`config.mk`:
```
export PLATFORM = sky130hd
export DESIGN_NAME = multifunction_pin_irq_logic
export DESIGN_NICKNAME = d
export VERILOG_FILES = /design/src/design/mfp_irq_pkg.sv /design/src/design/mfp_pin_cell.sv /design/src/design/multifunction_pin_irq_logic.sv
export SDC_FILE = /design/constraint.sdc
export NUM_CORES = 1
export LEC_CHECK = 0
export ABC_AREA = 1
export BUFFER_PORTS_ARGS = -buffer_cell sky130_fd_sc_hd__buf_2
export CORE_MARGIN = 2
export CORE_UTILIZATION = 45
export CTS_BUF_LIST = sky130_fd_sc_hd__clkbuf_8
export CTS_CLUSTER_SIZE = 12
export DETAILED_ROUTE_END_ITERATION = 12
export GPL_ROUTABILITY_DRIVEN = 0
export SLEW_MARGIN = 20
export SYNTH_ARGS = -nofsm -noshare
export SYNTH_HDL_FRONTEND = slang
export SYNTH_SLANG_ARGS = --single-unit
export TNS_END_PERCENT = 30
```
`constraint.sdc`:
```
create_clock -name mclk -period 1.7 [get_ports mclk]
set_input_delay 0.085 -clock mclk [delete_from_list [all_inputs] [get_ports mclk]]
set_output_delay 0.085 -clock mclk [all_outputs]
set_load 0.1 [all_outputs]
```
`src/design/mfp_irq_pkg.sv`:
```
// Purpose: Shared constants, encodings and carriers for the multifunction pin and interrupt logic
// Assumes: Byte-wide registers with 16-bit addresses, written from the serial control port
// Notes: Function codes and sync/ignore locations are local encodings
package mfp_irq_pkg;

    localparam int NUM_PINS = 7;
    localparam int NUM_CAT = 5;
    localparam int SRC_PER_CAT = 8;
    localparam int NUM_SRC = NUM_CAT * SRC_PER_CAT;
    localparam int NUM_CHAN = 4;
    localparam int MISSING_PIN = 4;

    localparam logic [15:0] ADDR_IO_UPDATE = 16'h000f;
    localparam logic [7:0] IO_UPDATE_VAL = 8'h01;
    localparam logic [15:0] ADDR_DRV_LO = 16'h0100;
    localparam logic [15:0] ADDR_DRV_HI = 16'h0101;
    localparam logic [15:0] ADDR_FUNC_BASE = 16'h0103;
    localparam logic [15:0] ADDR_MASK_BASE = 16'h010f;
    localparam logic [15:0] ADDR_SYNC_CMD = 16'h0a02;
    localparam logic [15:0] ADDR_CH_IGNORE = 16'h0a03;
    localparam logic [15:0] ADDR_CLR_ALL = 16'h0a05;
    localparam logic [15:0] ADDR_CLR_BASE = 16'h0a06;
    localparam logic [15:0] ADDR_MON_BASE = 16'h0d08;
    localparam int CLR_ALL_BIT = 0;
    localparam int SYNC_CMD_BIT = 0;

    localparam logic [7:0] DRV_RST = 8'h00;
    localparam logic [7:0] FUNC_RST = 8'h00;
    localparam logic [7:0] MASK_RST = 8'h00;
    localparam logic [7:0] IGNORE_RST = 8'h00;

    // Drive modes; bit 1 also marks an OR term when the pin is an input
    localparam logic [1:0] DRV_ACT_HIGH = 2'h0;
    localparam logic [1:0] DRV_ACT_LOW = 2'h1;
    localparam logic [1:0] DRV_OD_HIGH = 2'h2;
    localparam logic [1:0] DRV_OD_LOW = 2'h3;

    localparam int FUNC_MON_BIT = 7;
    localparam logic [6:0] FN_OUT_IRQ_ALL = 7'h01;
    localparam logic [6:0] FN_OUT_IRQ_CAT0 = 7'h02;
    localparam logic [6:0] FN_IN_CLR_IRQ = 7'h01;
    localparam logic [6:0] FN_IN_SYNC = 7'h02;

    typedef struct packed {
        logic [1:0] mode;
        logic [7:0] func;
    } pin_cfg_s;

    typedef struct packed {
        logic wr;
        logic rd;
        logic [15:0] addr;
        logic [7:0] wdata;
    } reg_req_s;

    typedef enum {CH_HELD, CH_RUN, CH_IGNORING} ch_state_e;

    // Physical pin slot to pin number; number four does not exist
    function automatic int pin_num(input int p);
        return (p < MISSING_PIN) ? p : p + 1;
    endfunction

endpackage

```
`src/design/mfp_pin_cell.sv`:
```
// Purpose: Registered output stage of one multifunction pin
// Assumes: Pad logic resolves the wire from out and oe
// Notes: Output enable is high while this cell drives the pin
`timescale 1ns/1ps
`default_nettype none
module mfp_pin_cell (
    input wire logic mclk,
    input wire logic rst_b,
    input wire logic drive_en,
    input wire logic asserted,
    input wire logic [1:0] mode,
    output logic pin_out,
    output logic pin_oe
);
    import mfp_irq_pkg::*;

    logic nxt_out;
    logic nxt_oe;
    logic out_ff;
    logic oe_ff;

    always_comb begin
        nxt_out = 1'b0;
        nxt_oe = 1'b0;
        if (drive_en) begin
            case (mode)
                DRV_ACT_HIGH: begin
                    nxt_out = asserted;
                    nxt_oe = 1'b1;
                end
                DRV_ACT_LOW: begin
                    nxt_out = ~asserted;
                    nxt_oe = 1'b1;
                end
                DRV_OD_HIGH: begin
                    nxt_out = 1'b1;
                    nxt_oe = asserted;
                end
                default: begin
                    nxt_out = 1'b0;
                    nxt_oe = asserted;
                end
            endcase
        end
    end

    always_ff @(posedge mclk or negedge rst_b) begin
        if (!rst_b) begin
            out_ff <= 1'b0;
            oe_ff <= 1'b0;
        end else begin
            out_ff <= nxt_out;
            oe_ff <= nxt_oe;
        end
    end

    assign pin_out = out_ff;
    assign pin_oe = oe_ff;
endmodule
`default_nettype wire

```
`src/design/multifunction_pin_irq_logic.sv`:
```
// Purpose: Multifunction pin configuration, interrupt collection and divider sync sources
// Assumes: irq_src and loop_locked come from logic on mclk; pin_in comes from pads
// Notes: Read data appears one cycle after a read strobe
// Summary of operation
// - Seven pins, none numbered four, configured through two drive-mode registers.
// - Writing a pin configuration stops its function until the next update strobe.
// - Mode 00 drives low when deasserted, high when asserted.
// - Mode 01 drives high when deasserted, low when asserted.
// - Mode 10 floats when deasserted, drives high when asserted; board pulls down.
// - Mode 11 floats when deasserted, drives low when asserted; board pulls up.
// - Function register MSB one makes the pin an output monitoring a function.
// - Function register MSB zero makes the pin an input controlling a function.
// - Pins zero to three keep two-bit drive modes in one register, ascending.
// - Pins sharing an input function combine through AND/OR terms, true or inverted.
// - A pin interrupt output follows one of five categories or all interrupts.
// - Monitor bit sets when source fires while its matching mask bit is set.
// - Clearing a mask bit stops capture but leaves monitor bits untouched.
// - Sources capture on rising edge; persisting condition does not re-set.
// - Enabling a mask while its source is present raises the interrupt.
// - Interrupt output is the OR of relevant monitor bits while any is set.
// - After reset all channel dividers stay held until a sync event.
// - A pin configured as sync input requests manual sync at any time.
// - Ignoring channels get one sync pulse at once, then disregard later syncs.
// - Clear registers map onto monitor bits one-to-one and read back zero.
// - Clear-all bit or clear-all pin clears every monitor bit.
`timescale 1ns/1ps
`default_nettype none
module multifunction_pin_irq_logic #(
    parameter int NUM_PINS = mfp_irq_pkg::NUM_PINS,
    parameter int NUM_CAT = mfp_irq_pkg::NUM_CAT,
    parameter int SRC_PER_CAT = mfp_irq_pkg::SRC_PER_CAT,
    parameter int NUM_CHAN = mfp_irq_pkg::NUM_CHAN
) (
    input wire logic mclk,
    input wire logic rst_b,
    input wire mfp_irq_pkg::reg_req_s reg_req,
    output logic [7:0] reg_rdata,
    input wire logic [NUM_CAT*SRC_PER_CAT-1:0] irq_src,
    input wire logic [NUM_CHAN-1:0] loop_locked,
    input wire logic [NUM_PINS-1:0] pin_in,
    output logic [NUM_PINS-1:0] pin_out,
    output logic [NUM_PINS-1:0] pin_oe,
    output logic [NUM_CHAN-1:0] chan_sync,
    output logic [NUM_CHAN-1:0] chan_hold
);
    import mfp_irq_pkg::*;

    localparam int NSRC = NUM_CAT * SRC_PER_CAT;

    // Configuration state
    logic [7:0] drv_lo_ff, nxt_drv_lo;
    logic [7:0] drv_hi_ff, nxt_drv_hi;
    logic [7:0] func_ff [NUM_PINS];
    logic [7:0] nxt_func [NUM_PINS];
    pin_cfg_s act_ff [NUM_PINS];
    pin_cfg_s nxt_act [NUM_PINS];
    logic [NUM_PINS-1:0] pend_ff, nxt_pend;
    logic [NUM_CHAN-1:0] ignore_ff, nxt_ignore;
    logic [7:0] rdata_ff, nxt_rdata;

    // Interrupt state
    logic [NSRC-1:0] mask_ff, nxt_mask;
    logic [NSRC-1:0] mon_ff, nxt_mon;
    logic [NSRC-1:0] gated_prev_ff;
    logic [NSRC-1:0] gated;
    logic [NSRC-1:0] clr_vec;
    logic clr_all_reg;

    // Pin input and sync state
    logic [NUM_PINS-1:0] pin_meta_ff, pin_sync_ff;
    logic sync_pin_prev_ff;
    logic [NUM_CHAN-1:0] lock_prev_ff;
    logic sync_cmd;
    logic sync_pin;
    logic clr_pin;
    logic sync_evt;
    ch_state_e ch_state_ff [NUM_CHAN];
    ch_state_e nxt_ch_state [NUM_CHAN];
    logic [NUM_CHAN-1:0] chan_sync_ff, nxt_chan_sync;
    logic [NUM_CHAN-1:0] chan_hold_ff, nxt_chan_hold;

    logic [NUM_PINS-1:0] in_clr_sel, in_sync_sel;
    logic [NUM_PINS-1:0] drive_en, asserted;
    logic [2*NUM_PINS-1:0] modes;

    // Drive-mode field of a pin from the two mode registers
    function automatic logic [1:0] drv_field(input logic [7:0] lo, input logic [7:0] hi,
                                             input int p);
        int n;
        n = pin_num(p);
        if (n < MISSING_PIN) begin
            return lo[2*n +: 2];
        end
        return hi[2*(n-MISSING_PIN-1) +: 2];
    endfunction

    // Mode bit 0 inverts the level, mode bit 1 puts the pin in the OR term
    function automatic logic combine_inputs(input logic [NUM_PINS-1:0] lvl,
                                            input logic [NUM_PINS-1:0] sel,
                                            input logic [2*NUM_PINS-1:0] m);
        logic and_t;
        logic or_t;
        logic any_or;
        logic any_sel;
        logic v;
        and_t = 1'b1;
        or_t = 1'b0;
        any_or = 1'b0;
        any_sel = 1'b0;
        v = 1'b0;
        for (int p = 0; p < NUM_PINS; p++) begin
            if (sel[p]) begin
                v = m[2*p] ? ~lvl[p] : lvl[p];
                any_sel = 1'b1;
                if (m[2*p+1]) begin
                    or_t = or_t | v;
                    any_or = 1'b1;
                end else begin
                    and_t = and_t & v;
                end
            end
        end
        return any_sel & and_t & (or_t | ~any_or);
    endfunction

    // Effective pin roles; a pending pin does nothing
    always_comb begin
        for (int p = 0; p < NUM_PINS; p++) begin
            modes[2*p +: 2] = act_ff[p].mode;
            drive_en[p] = ~pend_ff[p] & act_ff[p].func[FUNC_MON_BIT];
            in_clr_sel[p] = ~pend_ff[p] & ~act_ff[p].func[FUNC_MON_BIT]
                            & (act_ff[p].func[6:0] == FN_IN_CLR_IRQ);
            in_sync_sel[p] = ~pend_ff[p] & ~act_ff[p].func[FUNC_MON_BIT]
                             & (act_ff[p].func[6:0] == FN_IN_SYNC);
            asserted[p] = 1'b0;
            if (act_ff[p].func[6:0] == FN_OUT_IRQ_ALL) begin
                asserted[p] = |mon_ff;
            end
            for (int c = 0; c < NUM_CAT; c++) begin
                if (act_ff[p].func[6:0] == 7'(FN_OUT_IRQ_CAT0 + c)) begin
                    asserted[p] = |mon_ff[c*SRC_PER_CAT +: SRC_PER_CAT];
                end
            end
        end
        clr_pin = combine_inputs(pin_sync_ff, in_clr_sel, modes);
        sync_pin = combine_inputs(pin_sync_ff, in_sync_sel, modes);
    end

    // Register access; the clear and command registers are write-only pulses
    always_comb begin
        nxt_drv_lo = drv_lo_ff;
        nxt_drv_hi = drv_hi_ff;
        nxt_func = func_ff;
        nxt_act = act_ff;
        nxt_pend = pend_ff;
        nxt_ignore = ignore_ff;
        nxt_mask = mask_ff;
        nxt_rdata = rdata_ff;
        clr_vec = '0;
        clr_all_reg = 1'b0;
        sync_cmd = 1'b0;
        if (reg_req.wr) begin
            if (reg_req.addr == ADDR_IO_UPDATE) begin
                if (reg_req.wdata == IO_UPDATE_VAL) begin
                    for (int p = 0; p < NUM_PINS; p++) begin
                        nxt_act[p].mode = drv_field(drv_lo_ff, drv_hi_ff, p);
                        nxt_act[p].func = func_ff[p];
                    end
                    nxt_pend = '0;
                end
            end else if (reg_req.addr == ADDR_DRV_LO) begin
                nxt_drv_lo = reg_req.wdata;
                for (int p = 0; p < NUM_PINS; p++) begin
                    if (pin_num(p) < MISSING_PIN) begin
                        nxt_pend[p] = 1'b1;
                    end
                end
            end else if (reg_req.addr == ADDR_DRV_HI) begin
                nxt_drv_hi = reg_req.wdata;
                for (int p = 0; p < NUM_PINS; p++) begin
                    if (pin_num(p) > MISSING_PIN) begin
                        nxt_pend[p] = 1'b1;
                    end
                end
            end else if (reg_req.addr == ADDR_SYNC_CMD) begin
                sync_cmd = reg_req.wdata[SYNC_CMD_BIT];
            end else if (reg_req.addr == ADDR_CH_IGNORE) begin
                nxt_ignore = reg_req.wdata[NUM_CHAN-1:0];
            end else if (reg_req.addr == ADDR_CLR_ALL) begin
                clr_all_reg = reg_req.wdata[CLR_ALL_BIT];
            end
            for (int p = 0; p < NUM_PINS; p++) begin
                if (reg_req.addr == ADDR_FUNC_BASE + 16'(pin_num(p))) begin
                    nxt_func[p] = reg_req.wdata;
                    nxt_pend[p] = 1'b1;
                end
            end
            for (int c = 0; c < NUM_CAT; c++) begin
                if (reg_req.addr == ADDR_MASK_BASE + 16'(c)) begin
                    nxt_mask[c*SRC_PER_CAT +: SRC_PER_CAT] = reg_req.wdata;
                end
                if (reg_req.addr == ADDR_CLR_BASE + 16'(c)) begin
                    clr_vec[c*SRC_PER_CAT +: SRC_PER_CAT] = reg_req.wdata;
                end
            end
        end
        if (reg_req.rd) begin
            nxt_rdata = 8'h00;
            if (reg_req.addr == ADDR_DRV_LO) begin
                nxt_rdata = drv_lo_ff;
            end else if (reg_req.addr == ADDR_DRV_HI) begin
                nxt_rdata = drv_hi_ff;
            end else if (reg_req.addr == ADDR_CH_IGNORE) begin
                nxt_rdata[NUM_CHAN-1:0] = ignore_ff;
            end
            for (int p = 0; p < NUM_PINS; p++) begin
                if (reg_req.addr == ADDR_FUNC_BASE + 16'(pin_num(p))) begin
                    nxt_rdata = func_ff[p];
                end
            end
            for (int c = 0; c < NUM_CAT; c++) begin
                if (reg_req.addr == ADDR_MASK_BASE + 16'(c)) begin
                    nxt_rdata = mask_ff[c*SRC_PER_CAT +: SRC_PER_CAT];
                end
                if (reg_req.addr == ADDR_MON_BASE + 16'(c)) begin
                    nxt_rdata = mon_ff[c*SRC_PER_CAT +: SRC_PER_CAT];
                end
            end
        end
    end

    // Edge of the gated source, so unmasking a standing condition counts as an edge
    always_comb begin
        gated = irq_src & mask_ff;
        nxt_mon = mon_ff & ~clr_vec;
        if (clr_all_reg | clr_pin) begin
            nxt_mon = '0;
        end
        nxt_mon = nxt_mon | (gated & ~gated_prev_ff);
    end

    // Channel sync sequencing
    always_comb begin
        sync_evt = sync_cmd | (sync_pin & ~sync_pin_prev_ff)
                   | (|(loop_locked & ~lock_prev_ff));
        for (int c = 0; c < NUM_CHAN; c++) begin
            nxt_ch_state[c] = ch_state_ff[c];
            nxt_chan_sync[c] = 1'b0;
            case (ch_state_ff[c])
                CH_HELD, CH_RUN: begin
                    if (ignore_ff[c]) begin
                        nxt_chan_sync[c] = 1'b1;
                        nxt_ch_state[c] = CH_IGNORING;
                    end else if (sync_evt) begin
                        nxt_chan_sync[c] = 1'b1;
                        nxt_ch_state[c] = CH_RUN;
                    end
                end
                CH_IGNORING: begin
                    if (!ignore_ff[c]) begin
                        nxt_ch_state[c] = CH_RUN;
                    end
                end
                default: nxt_ch_state[c] = CH_HELD;
            endcase
            nxt_chan_hold[c] = (nxt_ch_state[c] == CH_HELD);
        end
    end

    always_ff @(posedge mclk or negedge rst_b) begin
        if (!rst_b) begin
            drv_lo_ff <= DRV_RST;
            drv_hi_ff <= DRV_RST;
            pend_ff <= '0;
            ignore_ff <= IGNORE_RST[NUM_CHAN-1:0];
            rdata_ff <= 8'h00;
            mask_ff <= '0;
            mon_ff <= '0;
            gated_prev_ff <= '0;
            pin_meta_ff <= '0;
            pin_sync_ff <= '0;
            sync_pin_prev_ff <= 1'b0;
            lock_prev_ff <= '0;
            chan_sync_ff <= '0;
            chan_hold_ff <= '1;
            for (int p = 0; p < NUM_PINS; p++) begin
                func_ff[p] <= FUNC_RST;
                act_ff[p] <= '{mode: DRV_ACT_HIGH, func: FUNC_RST};
            end
            for (int c = 0; c < NUM_CHAN; c++) begin
                ch_state_ff[c] <= CH_HELD;
            end
        end else begin
            drv_lo_ff <= nxt_drv_lo;
            drv_hi_ff <= nxt_drv_hi;
            func_ff <= nxt_func;
            act_ff <= nxt_act;
            pend_ff <= nxt_pend;
            ignore_ff <= nxt_ignore;
            rdata_ff <= nxt_rdata;
            mask_ff <= nxt_mask;
            mon_ff <= nxt_mon;
            gated_prev_ff <= gated;
            pin_meta_ff <= pin_in;
            pin_sync_ff <= pin_meta_ff;
            sync_pin_prev_ff <= sync_pin;
            lock_prev_ff <= loop_locked;
            chan_sync_ff <= nxt_chan_sync;
            chan_hold_ff <= nxt_chan_hold;
            ch_state_ff <= nxt_ch_state;
        end
    end

    for (genvar p = 0; p < NUM_PINS; p++) begin : g_pin
        mfp_pin_cell u_cell (
            .mclk(mclk),
            .rst_b(rst_b),
            .drive_en(drive_en[p]),
            .asserted(asserted[p]),
            .mode(act_ff[p].mode),
            .pin_out(pin_out[p]),
            .pin_oe(pin_oe[p])
        );
    end

    assign reg_rdata = rdata_ff;
    assign chan_sync = chan_sync_ff;
    assign chan_hold = chan_hold_ff;
endmodule
`default_nettype wire

```
==> impl_metrics.py, run 1 <==
metrics = {
    "worst_setup_path": {
        "cp-end-kind": "register",
        "path_class": "reg2reg",
        "cp_max_fo": 10,
        "critPathArrivalTime_ps": 2870,
        "start_kind": "register",
        "critPathRequiredTime_ps": 2220,
    },
    "sta": {
        "fmax_mhz": 425.9,
        "worst_slew_pin_slew_ps": 537.6,
        "final.setup.worst_slack_ps": -648.2,
        "finClkSkew_ps": 25.49,
        "final-hold-violation-count": 0,
        "final.period_utilization_pct": 138.1,
        "slew_headroom_pct": 64.12,
        "timing.hold.ws_ps": 91.73,
        "rsz0062_at_grt": "yes",
        "fin_crit_ps": 2348,
        "finalSetupViolations": 78,
        "slew_violations": 0,
    },
    "global_route": {
        "gr-total-overflow": 0,
        "grt_pass1_vias": 16280,
        "grt_pass1_wl_um": 89440,
        "grtUsageTotal_pct": 26.52,
        "antenna_found_initial": 3,
        "grt_max_degree": 85,
    },
    "floorplan": {
        "die_x_um": 209.7,
        "initial_core_util_pct": 45.47,
        "fp.dieArea_um2": 43960,
        "die_h_um": 209.7,
        "fp-row-count": 75,
        "core_area_um2": 41850,
        "ios": 109,
    },
    "clock_tree": {
        "numCtsBuffers": 75,
        "cts-htree-levels": 3,
        "clk_latency_ps": 650,
        "clkSlewWorstSetupHoldPaths_ps": 60,
        "cts_tree": "yes",
        "clock-root-buffer": "clkbuf_8",
        "cts_buffer_depth": 3,
        "cts.sinks": 450,
    },
    "yosys": {
        "ys_seq_area_share_pct": 59.19,
        "synth_top_cell_by_area": "dfrtp_1",
        "yosys-top-cells-area": "dfrtp_1 59%, nand2_1 8.5%, o21ai_0 4.8%",
        "synth_top_area_share_pct": 58.64,
        "syn_avg_cell_area_um2": 9.516,
        "synth_flop_cell": "dfrtp_1",
        "netlist_area_um2": 19030,
        "synth_cell_types": 56,
        "yosysWarnings": 0,
        "synth_edf_count": 0,
        "ys_seq_elements": 450,
        "synthArstFlopShare_pct": 100.0,
        "syn_inst": 2000,
    },
    "route": {
        "drc": 0,
        "drtAntennaViolNets": 0,
        "wirelength_um": 57610,
        "vias": 16440,
        "drt_iter0_drc": 1585,
        "routedWlPerCell_um": 17.84,
        "drt_pass1_iterations": 7,
        "vias_per_cell": 5.089,
    },
    "min_path": {
        "holdCritPathClass": "in2reg",
    },
    "status": {
        "violations": "setup timing",
        "outcome": "finished with violations",
    },
    "placed_design": {
        "numPortBuffers": 108,
        "placed_area_um2": 23060,
        "dpl_worst_slack_ps": -636.3,
        "dp_hpwl_um": 41610,
    },
    "layout": {
        "syn_to_final_growth_pct": 34.18,
        "multiInputGateArea_um2": 7318,
        "fill_cells": 3630,
        "design_area_um2": 25540,
        "final_layout_size_suffix_gt1_share_pct": 27.65,
        "nets": 2715,
        "diodes": 0,
        "seqCellArea_um2": 11270,
    },
    "flow_run": {
        "maxCapViolCount": 0,
    },
    "power": {
        "p_leak_nw": 12.90,
        "cellPowerDensity_nw_per_um2": 834.4,
        "ir_drop_v": 0.0006732,
    },
}
-- synthesized netlist by cell type (all sizes together), types with 2 or more instances --
| library cell | count |
|---|---|
| a211oi | 4 |
| a21oi | 10 |
| a221oi | 3 |
| a311oi | 3 |
| buf | 39 |
| clkbuf | 28 |
| dfrtp | 446 |
| dfstp | 4 |
| inv | 202 |
| mux2 | 51 |
| nand2 | 437 |
| nand3 | 105 |
| nand3b | 43 |
| nand4 | 63 |
| nor2 | 198 |
| nor3 | 38 |
| nor4 | 46 |
| o2111ai | 2 |
| o211ai | 7 |
| o21a | 2 |
| o21ai | 200 |
| o22ai | 3 |
| or2 | 43 |
| or4 | 5 |
| xnor2 | 7 |
| xor2 | 3 |
-- routing by layer --
metal  vias up  global-route usage, %  routed length (um)
met3       149                  5.970                4898
met5         -                      0                  45
met2       668                  40.37               25450
li1       7757                      -                   -
met4         6                  9.954                2039
met1      7858                  37.31               25170
-- path summary, 6_finish.rpt --
| kind | start | to | slack, ps | cells after the start |
|---|---|---|---|---|
| setup / recovery | act_ff[35] | mon_ff[14] | -650 | 15 |
| max in group asynchronous | rst_b | chan_hold[3] | 1090 | 3 |
| min in group asynchronous | rst_b | pend_ff[1] | 100 | 3 |
| setup reg to reg | act_ff[35] | mon_ff[14] | -650 | 15 |
| hold / removal | pin_in[6] | pin_meta_ff[6] | 90 | 2 |
| hold reg to reg | pin_meta_ff[1] | pin_sync_ff[1] | 350 | 0 |
-- per-stage QoR --
| step | total power, mW | util [%] | instances | setup TNS, ps |
|---|---|---|---|---|
| 2_1_floorplan | 11.32 | - | 2119 | -6788 |
| 3_3_place_gp | 11.95 | 55.09 | 3028 | -68250 |
| 3_5_place_dp | 11.97 | 55.09 | 3028 | -69950 |
| 4_1_cts | 21.55 | 60.53 | 3225 | -34900 |
| 5_1_grt | 22.13 | 61.02 | 3230 | -48610 |
| 6_report | 21.31 | 61.02 | 3230 | -38440 |
-- layout by cell type, fill, tap and decap left out, drive strengths merged, types with 2 or more instances in the layout --
master       count
clkinv           4
or4              5
o211ai           7
nand4           63
buf            443
dlygate4sd3     61
nand2          438
o22ai            3
mux2            51
nor3            38
clkbuf          97
o21ai          200
dfstp            4
xor2             3
nor4            46
nor2           198
dfrtp          446
o2111ai          2
conb           120
nand3          105
a21oi           10
xnor2            7
nand3b          43
a211oi           4
inv            234
a221oi           3
a311oi           3
or2             43
o21a             2
-- registers in the layout (all words and copies together), names as in the netlist --
register / flops
drv_lo_ff: 8
reg_rdata: 8
g_pin.u_cell.pin_out: 7
mask_ff: 40
g_pin.u_cell.pin_oe: 7
mon_ff: 40
gated_prev_ff: 40
ch_state_ff: 128
chan_hold: 4
ignore_ff: 4
act_ff: 70
chan_sync: 4
lock_prev_ff: 4
drv_hi_ff: 8
pin_sync_ff: 7
sync_pin_prev_ff: 1
pin_meta_ff: 7
func_ff: 56
pend_ff: 7
-- critical path, cell delays in order (launching register included) --
cell       delay [ps]
dfrtp_1           390
nor3_2            180
buf_4             170
inv_2              60
nor3_4            130
nand2_2           100
nor3_4            210
nand2_1           120
o22ai_2           110
a311oi_1           70
o211ai_2           80
nand3_2           110
buf_12            170
clkbuf_16         170
nand3b_1           80
nand2_1            50
-- report_power, final --
part | leakage [nW] | switching (mW) | internal (mW)
registers | 5.95 | 0.0498 | 10.9
logic | 6.08 | 0.617 | 0.360
clock network | 0.872 | 4.35 | 5.04
-- cell families after synthesis --
group	after synthesis	share of synthesized area (%)
DFF	450	59.19
other	1	0.01970
muxes	51	3.018
xor gates and xnor gates	10	0.4997
AOI/OAI and AO/OA	240	6.942
buffers and inverters	269	5.930
and+or+nand+nor	979	24.40
-- timing repair --
item | 4_1_cts | 5_1_grt
pin swaps | 11 | 7
hold endpoints to repair | 612 | 0
gates resized for setup | 41 | 26
gates cloned | 1 | 4
setup buffers | 2 | 1
hold buffers | 62 | 0
endpoints found under the setup margin | 81 | 79
-- area by class of cell --
class,count,area share [%]
sequential,450,44.12
multi-input combinational,1401,28.66
timing repair buffer,506,15.78
clock buffer,95,5.120
inverter,202,2.969
tap,539,2.641
clock inverter,37,0.7202
(Power assumes the default switching activity.)
==> run 2: changes to the inputs <==
- SYNTH_HIERARCHICAL: default -> 1
==> impl_metrics.py, run 2 <==
metrics = {
    "status": {
        "outcome": "finished with violations",
        "violations": "setup timing",
    },
    "clock_tree": {
        "numCtsBuffers": 77,
        "clock-root-buffer": "clkbuf_8",
        "cts_buffer_depth": 3,
        "cts_tree": "yes",
        "clk_latency_ps": 650,
        "cts-htree-levels": 3,
        "clkSlewWorstSetupHoldPaths_ps": 60,
        "cts.sinks": 450,
    },
    "global_route": {
        "gr-total-overflow": 0,
        "antenna_found_initial": 2,
        "grt_pass1_wl_um": 90560,
        "grtUsageTotal_pct": 27.07,
        "grt_pass1_vias": 16250,
        "grt_max_degree": 76,
    },
    "sta": {
        "finClkSkew_ps": 23.37,
        "finalSetupViolations": 79,
        "final.period_utilization_pct": 147.1,
        "fin_setup_tns_ps": -47040,
        "final-hold-violation-count": 0,
        "fin_crit_ps": 2501,
        "slew_violations": 0,
        "final.setup.worst_slack_ps": -800.5,
        "fmax_mhz": 399.9,
        "timing.hold.ws_ps": 86.01,
        "rsz0062_at_grt": "yes",
        "slew_headroom_pct": 61.39,
        "worst_slew_pin_slew_ps": 576.0,
    },
    "yosys": {
        "syn_avg_cell_area_um2": 9.855,
        "synth_edf_count": 0,
        "yosys-top-cells-area": "dfrtp_1 59%, nand2_1 7.9%, o21ai_0 4.8%",
        "netlist_area_um2": 18930,
        "syn_inst": 1921,
        "synth_top_area_share_pct": 58.96,
        "ys_seq_area_share_pct": 59.51,
        "synth_cell_types": 63,
        "ys_seq_elements": 450,
        "synth_top_cell_by_area": "dfrtp_1",
        "synth_flop_cell": "dfrtp_1",
        "yosysWarnings": 6,
        "synth_common_cells": "446 x dfrtp_1, 396 x nand2_1, 193 x nor2_1",
        "synthArstFlopShare_pct": 100.0,
        "yosys.cell_count.top_type": "dfrtp_1",
    },
    "layout": {
        "syn_to_final_growth_pct": 37.67,
        "reg_top3": "ch_state_ff x128, act_ff x70, func_ff x56",
        "final_common_cell": "dfrtp_1",
        "fill_cells": 3435,
        "nets": 2696,
        "regMostFlops": "ch_state_ff",
        "finish.utilization_pct": 62.41,
        "layout_common_cells": "446 x dfrtp_1, 388 x nand2_1, 362 x buf_4, 193 x inv_1, 179 x nor2_1",
        "final_layout_size_suffix_gt1_share_pct": 31.69,
        "largest_register_ffs": 128,
    },
    "worst_setup_path": {
        "slowest_stage": "dfrtp_1",
        "critPathRequiredTime_ps": 2270,
        "r2r_slack_ps": -800,
        "cpPeakStageDelay_ps": 390,
        "path_cells": "nor2_2 -> nand2_2 -> nor3_4 -> nand3_2 -> nor3_4 -> nand2_1 -> o2111ai_2 -> nor2_2 -> o41ai_4 -> buf_4 -> nand2_8 -> buf_16 -> o21bai_4",
        "cpLargestDelayFamily": "simple AND/OR/NAND/NOR gates",
        "start_kind": "register",
        "cp-end-kind": "register",
        "crit_buf_inv": 2,
        "path_class": "reg2reg",
        "critPathArrivalTime_ps": 3070,
        "cp_max_fo": 10,
    },
    "placed_design": {
        "dp_hpwl_um": 41130,
        "numPortBuffers": 108,
        "dpl_worst_slack_ps": -852.3,
    },
    "route": {
        "vias_per_cell": 5.070,
        "drc": 0,
        "vias": 16280,
        "drt_iter0_drc": 1646,
        "drt_pass1_iterations": 6,
        "wirelength_um": 57430,
        "drtAntennaViolNets": 0,
        "routedWlPerCell_um": 17.89,
    },
    "floorplan": {
        "core_area_um2": 41760,
        "ios": 109,
        "fp.dieArea_um2": 43720,
        "die_h_um": 209.1,
        "die_x_um": 209.1,
        "fp-row-count": 75,
        "initial_core_util_pct": 45.33,
    },
    "min_path": {
        "holdCritPathClass": "in2reg",
    },
    "power": {
        "ir_drop_v": 0.0007264,
        "p_leak_nw": 13.14,
        "cellPowerDensity_nw_per_um2": 850.4,
    },
    "flow_run": {
        "maxCapViolCount": 0,
    },
}
-- run 2: final timing paths --
| check | start | to | cells after the start |
|---|---|---|---|
| min reg2reg | pin_meta_ff[0] | pin_sync_ff[0] | 0 |
| max reg2reg | act_ff[25] | mon_ff[33] | 13 |
| min in group asynchronous | rst_b | act_ff[38] | 3 |
| max | act_ff[25] | mon_ff[33] | 13 |
| min | pin_in[4] | pin_meta_ff[4] | 2 |
| max in group asynchronous | rst_b | pin_meta_ff[1] | 3 |
-- run 2: kinds of logic (layout without fill, tap and decap cells) --
kind of cell	Yosys count	in the layout	synth area share [%]
AOI/OAI and AO/OA	282	282	9.980
xor gates and xnor gates	7	7	0.3239
buffers and inverters	252	882	5.373
DFF	450	450	59.51
muxes	50	50	2.974
other	1	121	0.01981
and+or+nand+nor	879	879	21.82
-- run 2: per-stage QoR --
stage / cells / area [um2] / power [mW]
detailed placement: 2998 / 23220 / 11.97
global route: 3210 / 26060 / 23.05
finish: 3210 / 26060 / 22.16
CTS: 3201 / 25840 / 22.42
floorplan: 2040 / 19390 / 11.32
global placement: 2998 / 23220 / 11.95
-- run 2: layer usage --
metal	track usage [%]	vias to the layer above	wire length (um)
met5	0	-	0
met4	8.916	0	1665
met3	5.485	126	4695
met2	40.51	654	25470
met1	39.61	7845	25600
li1	-	7650	-
-- run 2: worst reg2reg max path, stage by stage, from the launching register on --
cell and delay [ps]:
dfrtp_1 390, nor2_2 120, nand2_2 90, nor3_4 150, nand3_2 150, nor3_4 170, nand2_1 140, o2111ai_2 140
nor2_2 80, o41ai_4 290, buf_4 210, nand2_8 130, buf_16 230, o21bai_4 110
-- run 2: layout make-up --
cell class | count | area, um2 | share of cell area (%)
repair buffers | 548 | 4290 | 16.46
clock inverters | 33 | 270.3 | 1.037
well taps | 539 | 674.4 | 2.588
inverters | 202 | 758.2 | 2.909
clock buffers | 99 | 1363 | 5.228
flip-flops and latches | 450 | 11270 | 43.23
diodes | 1 | 2.502 | 0.009602
multi-input cells | 1338 | 7437 | 28.54
-- run 2: what timing repair did --
| item | 4_1_cts | 5_1_grt |
|---|---|---|
| pin swaps | 11 | 11 |
| setup endpoints to repair | 83 | 82 |
| hold buffers | 62 | 0 |
| resized for setup | 62 | 30 |
| hold endpoints to repair | 609 | 0 |
| cloned | 3 | 3 |
| buffers inserted | 6 | 5 |
-- run 2: where the power goes --
group | internal [mW] | switching [mW] | total, mW
Sequential | 10.9 | 0.0509 | 10.9
Clock | 5.85 | 4.40 | 10.2
Combinational | 0.361 | 0.613 | 0.973
==> run 3: changes to the inputs <==
==> constraint.sdc (replaced) <==
create_clock -name mclk -period 1.7 [get_ports mclk]
set_input_delay 0.34 -clock mclk [delete_from_list [all_inputs] [get_ports mclk]]
set_output_delay 0.34 -clock mclk [all_outputs]
set_load 0.1 [all_outputs]
==> impl_metrics.py, run 3 (synthesized netlist as in run 2, its figures left out) <==
metrics = {
    "status": {
        "outcome": "finished with violations",
        "violations": "setup timing",
    },
    "global_route": {
        "grt_pass1_wl_um": 87170,
        "grtUsageTotal_pct": 26.07,
        "antenna_found_initial": 0,
        "grt_max_degree": 66,
        "gr-total-overflow": 0,
        "grt_pass1_vias": 16030,
    },
    "layout": {
        "final_layout_size_suffix_gt1_share_pct": 30.45,
        "layout_common_cells": "446 x dfrtp_1, 389 x nand2_1, 342 x buf_4, 205 x inv_1, 179 x nor2_1",
        "layoutNonFillerInstCount": 3163,
        "final_common_cell": "dfrtp_1",
        "reg_top3": "ch_state_ff x128, act_ff x70, func_ff x56",
        "diodes": 0,
        "nets": 2654,
        "regMostFlops": "ch_state_ff",
        "largest_register_ffs": 128,
        "syn_to_final_growth_pct": 35.62,
        "finish.utilization_pct": 61.48,
    },
    "sta": {
        "timing.hold.ws_ps": 206.8,
        "finalSetupViolations": 83,
        "final.setup.worst_slack_ps": -744.2,
        "finClkSkew_ps": 31.73,
        "worst_slew_pin_slew_ps": 621.0,
        "final-hold-violation-count": 0,
        "final.period_utilization_pct": 143.8,
        "slew_headroom_pct": 58.28,
        "fin_setup_tns_ps": -46550,
        "rsz0062_at_grt": "yes",
        "fin_crit_ps": 2444,
        "slew_violations": 0,
        "fmax_mhz": 409.1,
    },
    "worst_setup_path": {
        "critPathRequiredTime_ps": 2230,
        "critPathArrivalTime_ps": 2970,
        "r2r_slack_ps": -740,
        "start_kind": "register",
        "cp-end-kind": "register",
        "crit_start": "act_ff[65]",
        "cp_max_fo": 10,
        "r2r-start": "act_ff[65]",
        "path_class": "reg2reg",
        "r2r_cells": 17,
        "r2r_end": "mon_ff[11]",
    },
    "power": {
        "p_sw_share_pct": 23.76,
        "p_int_mw": 15.95,
        "ir_drop_v": 0.0007120,
        "switchingPower_mw": 4.972,
        "seq_power_share_pct": 52.3,
        "cellPowerDensity_nw_per_um2": 815.0,
        "p_leak_nw": 12.94,
        "power_frac_comb_pct": 4.8,
        "p_clk_share_pct": 42.9,
    },
    "clock_tree": {
        "cts_buffer_depth": 3,
        "clk_latency_ps": 660,
        "cts-htree-levels": 3,
        "clock-root-buffer": "clkbuf_8",
        "cts_tree": "yes",
        "cts.sinks": 450,
        "clkSlewWorstSetupHoldPaths_ps": 60,
        "numCtsBuffers": 76,
    },
    "floorplan": {
        "die_x_um": 209.1,
        "core_area_um2": 41760,
        "die_h_um": 209.1,
        "initial_core_util_pct": 45.33,
        "fp.dieArea_um2": 43720,
        "fp-row-count": 75,
        "ios": 109,
    },
    "placed_design": {
        "numPortBuffers": 108,
        "numPlacedInstances": 2970,
        "dp_hpwl_um": 40000,
    },
    "min_path": {
        "holdCritPathClass": "in2async",
    },
    "route": {
        "drt_iter0_drc": 1301,
        "drc": 0,
        "vias_per_cell": 5.016,
        "drtAntennaViolNets": 0,
        "routedWlPerCell_um": 17.66,
        "wirelength_um": 55860,
        "drt_pass1_iterations": 5,
        "vias": 15870,
    },
    "flow_run": {
        "maxCapViolCount": 0,
    },
}
run 3: per-layer routing:
layer / part of all wire, % / vias up / GRT usage [%]
li1: - / 7575 / -
met1: 45 / 7622 / 36.29
met2: 45 / 543 / 39.49
met3: 7.4 / 125 / 6.823
met4: 3.2 / 0 / 9.557
met5: 0 / - / 0
run 3: final cells by class:
| type | instances | area, um2 |
|---|---|---|
| fillers | 3531 | 16080 |
| flip-flops and latches | 450 | 11270 |
| multi-input cells | 1338 | 7441 |
| clock inverters | 40 | 198.9 |
| inverters | 202 | 758.2 |
| repair buffers | 507 | 4139 |
| clock buffers | 87 | 1197 |
| well taps | 539 | 674.4 |
run 3: what timing repair did:
item | CTS | global route
buffers inserted | 4 | 4
hold buffers | 53 | 0
setup endpoints to repair | 109 | 86
gates cloned | 0 | 5
pin swaps | 14 | 9
hold endpoints to repair | 393 | 0
resized for setup | 85 | 46
run 3: metrics by stage:
step	instance area, um2	total power, mW	setup slack, ps
floorplan	19390	11.32	-260.3
global placement	23050	11.98	-1224
detailed placement	23050	12.00	-1216
CTS	25310	21.17	-685.2
global route	25670	21.76	-822.5
finish	25670	20.92	-744.2
run 3: worst max path at each step:
stage          slack (ps)  cells past startpoint                       to
6_report             -740                     17               mon_ff[11]
5_1_grt              -820                     14               mon_ff[27]
4_1_cts              -690                     16               mon_ff[17]
3_5_place_dp        -1220                     19             reg_rdata[1]
3_3_place_gp        -1220                     19             reg_rdata[1]
2_1_floorplan        -260                     14  g_pin[6].u_cell/pin_out
run 3: worst max-delay path, cell delays in order (launching register included):
cell	delay, ps
dfrtp_1	390
nor2_4	70
nand2_2	110
nor2_2	60
nand3_2	80
nor3_2	40
buf_4	140
buf_4	130
nand2_1	40
o21ai_0	90
a31oi_1	160
nand4_1	120
a21oi_1	180
o41ai_2	130
nand2_2	110
buf_12	160
clkbuf_16	200
o21bai_2	60
run 3: power by group through the flow:
stage / Combinational (mW) / Clock [mW] / Sequential (mW)
floorplan: 0.201 / 0 / 11.1
global placement: 0.860 / 0 / 11.1
detailed placement: 0.872 / 0 / 11.1
CTS: 1.00 / 9.23 / 10.9
global route: 1.11 / 9.70 / 11.0
finish: 1.01 / 8.97 / 10.9
